[src/verilog/cbs_pkg.sv]
package cbs_pkg;
	// configuration byte offsets
	localparam logic [7:0] OFS_CAP_PTR    = 8'h14;
	localparam logic [7:0] OFS_SEC_STATUS = 8'h16;
	localparam logic [7:0] OFS_PRI_BUS    = 8'h18;
	localparam logic [7:0] OFS_SEC_BUS    = 8'h19;
	localparam logic [7:0] OFS_SUB_BUS    = 8'h1a;
	localparam logic [7:0] OFS_PM_DW0     = 8'ha0;
	localparam logic [7:0] OFS_PM_DW1     = 8'ha4;

	// reset and fixed values
	localparam logic [7:0]  CAP_PTR_VALUE   = 8'ha0;
	localparam logic [7:0]  BUS_NUM_RESET   = 8'h00;
	localparam logic [1:0]  DEVSEL_MEDIUM   = 2'h1;
	localparam logic [15:0] STATUS_FIXED    = 16'h0200;

	// secondary status field positions
	localparam int STS_PARITY_DETECTED = 15;
	localparam int STS_SYSTEM_ERROR    = 14;
	localparam int STS_MASTER_ABORT_RX = 13;
	localparam int STS_TARGET_ABORT_RX = 12;
	localparam int STS_TARGET_ABORT_TX = 11;
	localparam int STS_DEVSEL_LSB      = 9;
	localparam int STS_DATA_PARITY     = 8;
	localparam logic [15:0] STS_STICKY_MASK = 16'hf900;

	// card bus clock limit
	localparam int CLK_SYS_HZ   = 40_000_000;
	localparam int CCLK_MAX_HZ  = 33_000_000;
	localparam int CCLK_DIV     = (CLK_SYS_HZ + CCLK_MAX_HZ - 1) / CCLK_MAX_HZ;
	localparam int CCLK_CNT_W   = 4;
endpackage : cbs_pkg

[src/verilog/cbs_func_regs.sv]
`timescale 1ns/100ps
`default_nettype none
module cbs_func_regs (
	// clock and reset
	input  wire logic        i_clk_sys,
	input  wire logic        i_rstn,
	input  wire logic        i_soft_rst,
	// configuration writes
	input  wire logic        i_wr_status_dw,
	input  wire logic        i_wr_bus_dw,
	input  wire logic [3:0]  i_be,
	input  wire logic [31:0] i_wdata,
	// error events, one cycle each
	input  wire logic [5:0]  i_evt,
	// register contents
	output logic      [15:0] o_status,
	output logic      [7:0]  o_pri_bus,
	output logic      [7:0]  o_sec_bus,
	output logic      [7:0]  o_sub_bus
);
	logic [15:0] clr_mask;
	logic [15:0] set_mask;

	// merge a written byte where its lane is enabled
	function automatic logic [7:0] merge_byte(input logic [7:0] old_v, input logic en,
		input logic [7:0] new_v);
		merge_byte = en ? new_v : old_v;
	endfunction

	// write-one clear only on sticky bits, upper half of the dword
	always_comb begin
		clr_mask = 16'h0000;
		if (i_wr_status_dw) begin
			clr_mask[7:0]  = i_be[2] ? i_wdata[23:16] : 8'h00;
			clr_mask[15:8] = i_be[3] ? i_wdata[31:24] : 8'h00;
		end
		clr_mask = clr_mask & cbs_pkg::STS_STICKY_MASK;
		set_mask = {i_evt[5:1], 2'h0, i_evt[0], 8'h00};
	end

	// sticky flags: the async global reset or a write of one clears them, the function reset does not; set beats clear
	always_ff @(posedge i_clk_sys or negedge i_rstn) begin
		if (!i_rstn) begin
			o_status <= cbs_pkg::STATUS_FIXED;
		end else begin
			o_status <= ((o_status & ~clr_mask) | set_mask | cbs_pkg::STATUS_FIXED)
				& (cbs_pkg::STS_STICKY_MASK | cbs_pkg::STATUS_FIXED);
		end
	end

	// bus numbers: global and function reset both return them to zero
	always_ff @(posedge i_clk_sys or negedge i_rstn) begin
		if (!i_rstn) begin
			o_pri_bus <= cbs_pkg::BUS_NUM_RESET;
			o_sec_bus <= cbs_pkg::BUS_NUM_RESET;
			o_sub_bus <= cbs_pkg::BUS_NUM_RESET;
		end else if (i_soft_rst) begin
			o_pri_bus <= cbs_pkg::BUS_NUM_RESET;
			o_sec_bus <= cbs_pkg::BUS_NUM_RESET;
			o_sub_bus <= cbs_pkg::BUS_NUM_RESET;
		end else if (i_wr_bus_dw) begin
			o_pri_bus <= merge_byte(o_pri_bus, i_be[0], i_wdata[7:0]);
			o_sec_bus <= merge_byte(o_sec_bus, i_be[1], i_wdata[15:8]);
			o_sub_bus <= merge_byte(o_sub_bus, i_be[2], i_wdata[23:16]);
		end
	end
endmodule // cbs_func_regs
`default_nettype wire

[src/verilog/cbs_bridge_cfg.sv]
`timescale 1ns/100ps
`default_nettype none
module cbs_bridge_cfg #(
	parameter int NUM_FUNC = 2,
	parameter int FUNC_W   = 1
) (
	// clock and global reset
	input  wire logic                i_clk_sys,
	input  wire logic                i_rstn,
	// per-function soft reset, leaves error flags alone
	input  wire logic [NUM_FUNC-1:0] i_func_rst,
	// configuration access
	input  wire logic                i_cfg_req,
	input  wire logic                i_cfg_wr,
	input  wire logic [FUNC_W-1:0]   i_cfg_func,
	input  wire logic [5:0]          i_cfg_dword,
	input  wire logic [3:0]          i_cfg_be,
	input  wire logic [31:0]         i_cfg_wdata,
	output logic                     o_cfg_ack,
	output logic                     o_cfg_claim,
	output logic                     o_cfg_pm_hit,
	output logic      [31:0]         o_cfg_rdata,
	// card-side events from bridge logic, same clock
	input  wire logic [NUM_FUNC-1:0] i_cb_addr_par_err,
	input  wire logic [NUM_FUNC-1:0] i_cb_data_par_err,
	input  wire logic [NUM_FUNC-1:0] i_cb_master_abort,
	input  wire logic [NUM_FUNC-1:0] i_cb_target_abort_rx,
	input  wire logic [NUM_FUNC-1:0] i_cb_target_abort_tx,
	input  wire logic [NUM_FUNC-1:0] i_cb_master_dphase,
	input  wire logic [NUM_FUNC-1:0] i_parity_resp_en,
	// card pins, active low, asynchronous
	input  wire logic [NUM_FUNC-1:0] i_cb_cserr_n,
	input  wire logic [NUM_FUNC-1:0] i_cb_cperr_n,
	// card system-error pin drive
	output logic      [NUM_FUNC-1:0] o_cb_cserr_n_o,
	output logic      [NUM_FUNC-1:0] o_cb_cserr_n_oe,
	// card clock rate enable
	output logic                     o_cb_clk_en,
	// configuration forwarding decision
	input  wire logic                i_fwd_req,
	input  wire logic [FUNC_W-1:0]   i_fwd_func,
	input  wire logic [7:0]          i_fwd_bus,
	output logic                     o_fwd_valid,
	output logic                     o_fwd_type0,
	output logic                     o_fwd_type1
);
	localparam logic [5:0] DW_STATUS = 6'(cbs_pkg::OFS_CAP_PTR >> 2);
	localparam logic [5:0] DW_BUS    = 6'(cbs_pkg::OFS_PRI_BUS >> 2);
	localparam logic [5:0] DW_PM0    = 6'(cbs_pkg::OFS_PM_DW0 >> 2);
	localparam logic [5:0] DW_PM1    = 6'(cbs_pkg::OFS_PM_DW1 >> 2);

	// pin synchronisers, two stages each
	logic [NUM_FUNC-1:0] cserr_meta;
	logic [NUM_FUNC-1:0] cserr_sync;
	logic [NUM_FUNC-1:0] cperr_meta;
	logic [NUM_FUNC-1:0] cperr_sync;
	// qualifiers delayed to line up with the synchronised parity pin
	logic [NUM_FUNC-1:0] dphase_d1;
	logic [NUM_FUNC-1:0] dphase_d2;
	logic [NUM_FUNC-1:0] presp_d1;
	logic [NUM_FUNC-1:0] presp_d2;
	logic [NUM_FUNC-1:0] cserr_prev;

	// per-function contents
	logic [15:0] status  [NUM_FUNC];
	logic [7:0]  pri_bus [NUM_FUNC];
	logic [7:0]  sec_bus [NUM_FUNC];
	logic [7:0]  sub_bus [NUM_FUNC];

	logic                      hit_status;
	logic                      hit_bus;
	logic                      hit_pm;
	logic [31:0]               next_rdata;
	logic [cbs_pkg::CCLK_CNT_W-1:0] cclk_cnt;

	// decode of a config dword for the selected function
	function automatic logic dw_hit(input logic [5:0] dw, input logic [5:0] want);
		dw_hit = (dw == want);
	endfunction

	// asserted card pins seen through two flops
	always_ff @(posedge i_clk_sys or negedge i_rstn) begin
		if (!i_rstn) begin
			cserr_meta <= '0;
			cserr_sync <= '0;
			cperr_meta <= '0;
			cperr_sync <= '0;
		end else begin
			cserr_meta <= ~i_cb_cserr_n;
			cserr_sync <= cserr_meta;
			cperr_meta <= ~i_cb_cperr_n;
			cperr_sync <= cperr_meta;
		end
	end

	// align mastering and parity enable with the pin delay
	always_ff @(posedge i_clk_sys or negedge i_rstn) begin
		if (!i_rstn) begin
			dphase_d1  <= '0;
			dphase_d2  <= '0;
			presp_d1   <= '0;
			presp_d2   <= '0;
			cserr_prev <= '0;
		end else begin
			dphase_d1  <= i_cb_master_dphase;
			dphase_d2  <= dphase_d1;
			presp_d1   <= i_parity_resp_en;
			presp_d2   <= presp_d1;
			cserr_prev <= cserr_sync;
		end
	end

	// dword decode
	always_comb begin
		hit_status = dw_hit(i_cfg_dword, DW_STATUS);
		hit_bus    = dw_hit(i_cfg_dword, DW_BUS);
		hit_pm     = dw_hit(i_cfg_dword, DW_PM0) | dw_hit(i_cfg_dword, DW_PM1);
	end

	// one register set per socket function
	genvar f;
	generate
		for (f = 0; f < NUM_FUNC; f++) begin : g_func
			logic       sel;
			logic [5:0] evt;
			always_comb begin
				sel = i_cfg_req & i_cfg_wr & (i_cfg_func == FUNC_W'(f));
				evt[5] = i_cb_addr_par_err[f] | i_cb_data_par_err[f];
				evt[4] = cserr_sync[f] & ~cserr_prev[f];
				evt[3] = i_cb_master_abort[f];
				evt[2] = i_cb_target_abort_rx[f];
				evt[1] = i_cb_target_abort_tx[f];
				evt[0] = cperr_sync[f] & dphase_d2[f] & presp_d2[f];
			end
			cbs_func_regs u_regs (
				.i_clk_sys      (i_clk_sys),
				.i_rstn         (i_rstn),
				.i_soft_rst     (i_func_rst[f]),
				.i_wr_status_dw (sel & hit_status),
				.i_wr_bus_dw    (sel & hit_bus),
				.i_be           (i_cfg_be),
				.i_wdata        (i_cfg_wdata),
				.i_evt          (evt),
				.o_status       (status[f]),
				.o_pri_bus      (pri_bus[f]),
				.o_sec_bus      (sec_bus[f]),
				.o_sub_bus      (sub_bus[f])
			);
		end
	endgenerate

	// read data for the addressed dword
	always_comb begin
		next_rdata = 32'h0000_0000;
		if (hit_status) begin
			// pointer is a constant per function; status high half
			next_rdata = {status[i_cfg_func], 8'h00, cbs_pkg::CAP_PTR_VALUE};
			next_rdata[cbs_pkg::STS_DEVSEL_LSB+17:cbs_pkg::STS_DEVSEL_LSB+16] =
				cbs_pkg::DEVSEL_MEDIUM;
			next_rdata[23:16] = 8'h00;
		end else if (hit_bus) begin
			next_rdata = {8'h00, sub_bus[i_cfg_func], sec_bus[i_cfg_func],
				pri_bus[i_cfg_func]};
		end
	end

	// access answer, one cycle after the request
	always_ff @(posedge i_clk_sys or negedge i_rstn) begin
		if (!i_rstn) begin
			o_cfg_ack    <= 1'b0;
			o_cfg_claim  <= 1'b0;
			o_cfg_pm_hit <= 1'b0;
			o_cfg_rdata  <= 32'h0000_0000;
		end else begin
			o_cfg_ack    <= i_cfg_req;
			o_cfg_claim  <= i_cfg_req & (hit_status | hit_bus);
			o_cfg_pm_hit <= i_cfg_req & hit_pm;
			o_cfg_rdata  <= (i_cfg_req & ~i_cfg_wr) ? next_rdata : 32'h0000_0000;
		end
	end

	// system-error line is never driven by this end
	always_ff @(posedge i_clk_sys or negedge i_rstn) begin
		if (!i_rstn) begin
			o_cb_cserr_n_o  <= '1;
			o_cb_cserr_n_oe <= '0;
		end else begin
			o_cb_cserr_n_o  <= '1;
			o_cb_cserr_n_oe <= '0;
		end
	end

	// card clock enable, divided to stay at or under the limit
	always_ff @(posedge i_clk_sys or negedge i_rstn) begin
		if (!i_rstn) begin
			cclk_cnt    <= '0;
			o_cb_clk_en <= 1'b0;
		end else if (cclk_cnt == cbs_pkg::CCLK_CNT_W'(cbs_pkg::CCLK_DIV - 1)) begin
			cclk_cnt    <= '0;
			o_cb_clk_en <= 1'b1;
		end else begin
			cclk_cnt    <= cclk_cnt + 1'b1;
			o_cb_clk_en <= 1'b0;
		end
	end

	// forwarding decision from secondary and subordinate numbers
	always_ff @(posedge i_clk_sys or negedge i_rstn) begin
		if (!i_rstn) begin
			o_fwd_valid <= 1'b0;
			o_fwd_type0 <= 1'b0;
			o_fwd_type1 <= 1'b0;
		end else begin
			o_fwd_valid <= i_fwd_req;
			o_fwd_type0 <= i_fwd_req & (i_fwd_bus == sec_bus[i_fwd_func]);
			o_fwd_type1 <= i_fwd_req & (i_fwd_bus > sec_bus[i_fwd_func])
				& (i_fwd_bus <= sub_bus[i_fwd_func]);
		end
	end
endmodule // cbs_bridge_cfg
`default_nettype wire

[config.mk]
export PLATFORM = sky130hd
export DESIGN_NAME = cbs_bridge_cfg
export DESIGN_NICKNAME = d
export VERILOG_FILES = /design/src/verilog/cbs_pkg.sv /design/src/verilog/cbs_func_regs.sv /design/src/verilog/cbs_bridge_cfg.sv
export SDC_FILE = /design/constraint.sdc
export NUM_CORES = 1
export LEC_CHECK = 0
export ABC_AREA = 1
export BUFFER_PORTS_ARGS = -buffer_cell sky130_fd_sc_hd__buf_2
export CAP_MARGIN = 40
export CELL_PAD_IN_SITES_DETAIL_PLACEMENT = 0
export CELL_PAD_IN_SITES_GLOBAL_PLACEMENT = 1
export CORE_MARGIN = 2
export CORE_UTILIZATION = 40
export DETAILED_ROUTE_END_ITERATION = 7
export PLACE_DENSITY = 0.77
export SYNTH_ARGS = -nofsm -noshare
export SYNTH_HDL_FRONTEND = slang
export SYNTH_SLANG_ARGS = --single-unit
[constraint.sdc]
create_clock -name i_clk_sys -period 1.6 [get_ports i_clk_sys]
set_input_delay 0.16 -clock i_clk_sys [delete_from_list [all_inputs] [get_ports i_clk_sys]]
set_output_delay 0.16 -clock i_clk_sys [all_outputs]
set_load 0.03 [all_outputs]
==> flow_summary.yaml <==
status:
  run_status: "finished, final reports clean"
critical_path:
  reg2reg_depth: 12
  crit_required_ps: 1940
  crit_path_end: "o_fwd_type1"
  rr_startpoint: "g_func[1].u_regs.o_sec_bus[1]"
  cp-end-kind: "flip-flop"
  cp-startpoint: "g_func[1].u_regs.o_sec_bus[1]"
  critPathLaunchType: "flip-flop"
  arrival_ps: 1830
  r2r_slack_ps: 110
  r2r-end: "o_fwd_type1"
  path_class: "reg -> reg"
  crit_fanout: 2
global_routing:
  antenna_found_initial: 3
  grt_max_degree: 49
  grt_pass1_wl_um: 22100
  grt_overflow_total: 0
  grt_pass1_vias: 4634
  grt_usage: 0.199
synth:
  synthArstFlopShare: 1.00
  synthFlopType: "dfrtp_1"
  ys_seq_area_frac: 0.558
  ys_types: 27
  synth_area_sq_um: 5380
  yosysTopAreaCell: "dfrtp_1"
  ys_top_cells_by_area: "dfrtp_1 (56%), nand2_1 (13%), nand3_1 (8.8%)"
  synth_common_cells: "nand2_1 (184), dfrtp_1 (120), nand3_1 (95)"
  ys_ff_latch: 120
  synthCells: 607
  ys_warn_count: 0
  avgSynthCellArea_sq_um: 8.87
  synth-edff-count: 0
  synth_most_common_cell: "nand2_1"
  synth_top_area_frac: 0.558
routing:
  wl_per_cell_um: 13.8
  ant_nets: 0
  route.detailed.drc: 0
  vias_per_cell: 4.73
  drtIter0Drc: 220
  via_count: 4604
  first_pass_iters: 5
  wl_um: 13400
floorplan:
  core-area_sq_um: 13200
  ios: 120
  die_h_um: 120
  fp.dieW_um: 120
  rows: 42
  dieArea_sq_um: 14400
  start_util: 0.408
power_and_ir_drop:
  power_density_nw_per_um2: 1030
  ir_drop_mv: 0.679
  leakagePower_nw: 4.02
clock_network:
  cts_tree: "built"
  path_clk_slew_ps: 60
  htreeDepth: 4
  cts_buffer_depth: 2
  cts_buffers: 17
  cts_root_buffer: "clkbuf_16"
  cts.sinks: 120
  clock_latency_ps: 420
place:
  globalplace.congestion: 0.782
  pre_cts_ws_ps: -52.8
  io_buffers: 112
  dp_hpwl_um: 9180
final_layout:
  drive_gt1_frac: 0.236
  nNetsFinal: 875
  final_util: 0.559
  syn2layout_area_growth_pct: 36.9
  num-fill-cells: 1198
sta:
  fin_crit_sh: 0.928
  setup_viol: 0
  skew_ps: 3.92
  hold_viol: 0
  setup_slack_ps: 115
  finalMaxSlewViolations: 0
  period_needed_ps: 1490
  rsz0062_at_grt: "yes"
  fmax_ghz: 0.673
run:
  maxCapViolCount: 0
hold_path:
  hp-start: "i_cfg_wdata[15]"
  worst_hold_path_type: "in -> reg"
## layer usage
| layer | global-route usage | part of all wire | vias to the layer above |
|---|---|---|---|
| li1 | - | - | 2295 |
| met5 | 0 | 0 | - |
| met2 | 0.327 | 0.49 | 125 |
| met1 | 0.247 | 0.43 | 2161 |
| met4 | 0.0757 | 0.021 | 0 |
| met3 | 0.0580 | 0.057 | 23 |
## power by group
part	switching [mW]	total [mW]	internal, mW
combinational	0.354	0.607	0.253
sequential	0.00886	3.08	3.07
clock	1.36	3.87	2.51
## worst max-delay path, stage by stage (launching register included)
cell and delay, ps:
dfrtp_1 360, inv_1 70, nand2_1 50, o21ai_0 100
ha_1 320, nand2_1 50, nand2_1 60, nand2_1 60
nand2_1 60, nand2_1 50, nand2_1 60, nand2_1 50
nor2_1 110
## cell type report
class / count / area (sq um) / share of cell area
inverters: 57 / 221 / 0.0301
clock buffers: 19 / 453 / 0.0615
diodes: 3 / 7.51 / 0.00102
multi-input cells: 408 / 2060 / 0.280
clock inverters: 12 / 150 / 0.0204
repair buffers: 178 / 1250 / 0.169
well taps: 176 / 220 / 0.0299
flip-flops and latches: 120 / 3000 / 0.408
## timing repair
item | 4_1_cts | 5_1_grt
hold endpoints to repair | 85 | 0
buffers inserted | 0 | 9
hold buffers | 46 | 0
setup endpoints to repair | 0 | 43
gates resized for setup | 0 | 5
## cell usage in the layout, fill, tap and decap left out, drive strengths merged
| master | Yosys | layout |
|---|---|---|
| conb | 2 | 5 |
| a21o | 1 | 1 |
| a21oi | 22 | 22 |
| dlygate4sd3 | 0 | 46 |
| or2 | 1 | 1 |
| nor3 | 3 | 3 |
| o21ai | 32 | 32 |
| o21a | 2 | 2 |
| ha | 16 | 16 |
| clkinvlp | 0 | 3 |
| nand2 | 186 | 186 |
| nand3 | 103 | 103 |
| buf | 13 | 132 |
| bufinv | 0 | 3 |
| clkbuf | 12 | 19 |
| dfrtp | 120 | 120 |
| nand4 | 1 | 1 |
| clkinv | 0 | 5 |
| inv | 57 | 58 |
| nor2 | 35 | 35 |
| diode | 0 | 3 |
| xor2 | 1 | 1 |
## worst min path at each step
stage | to | slack (ps) | cells past startpoint
finish | g_func[0].u_regs.o_sec_bus[7] | 20 | 3
global route | g_func[0].u_regs.o_sec_bus[7] | 30 | 3
CTS | g_func[0].u_regs.o_sec_bus[7] | 5 | 3
detailed placement | o_cfg_rdata[19] | 120 | 1
global placement | o_cfg_rdata[19] | 120 | 1
floorplan | cclk_cnt[0] | -140 | 0
## cell families after synthesis
| group | synth area share |
|---|---|
| XOR/XNOR | 0.00163 |
| AO/OA/AOI/OAI | 0.0551 |
| buffers and inverters | 0.0621 |
| flip-flops | 0.558 |
| adder cells (fa/ha/maj) | 0.0372 |
| AND/OR/NAND/NOR | 0.285 |
| other | 0.00140 |
## through the flow
stage | instances | area [sq um] | hold slack, ps | setup TNS [ps] | power [mW]
2_1_floorplan | 610 | 5390 | -136 | 0 | 3.38
3_3_place_gp | 884 | 6190 | 116 | 0 | 3.63
3_5_place_dp | 884 | 6190 | 124 | -52.8 | 3.64
4_1_cts | 961 | 7250 | 5.48 | 0 | 7.61
5_1_grt | 971 | 7360 | 30.3 | -80.4 | 7.84
6_report | 973 | 7370 | 17.6 | 0 | 7.55
## flip-flops by register name, summed over array words and instances (netlist names), 2 cells and up
register / cells
presp_d1: 2
dphase_d2: 2
dphase_d1: 2
cserr_sync: 2
g_func.u_regs.o_pri_bus: 16
g_func.u_regs.o_status: 12
cperr_meta: 2
cperr_sync: 2
cserr_meta: 2
o_cfg_rdata: 31
cclk_cnt: 4
g_func.u_regs.o_sub_bus: 16
cserr_prev: 2
g_func.u_regs.o_sec_bus: 16
presp_d2: 2
(Power assumes the default switching activity.)
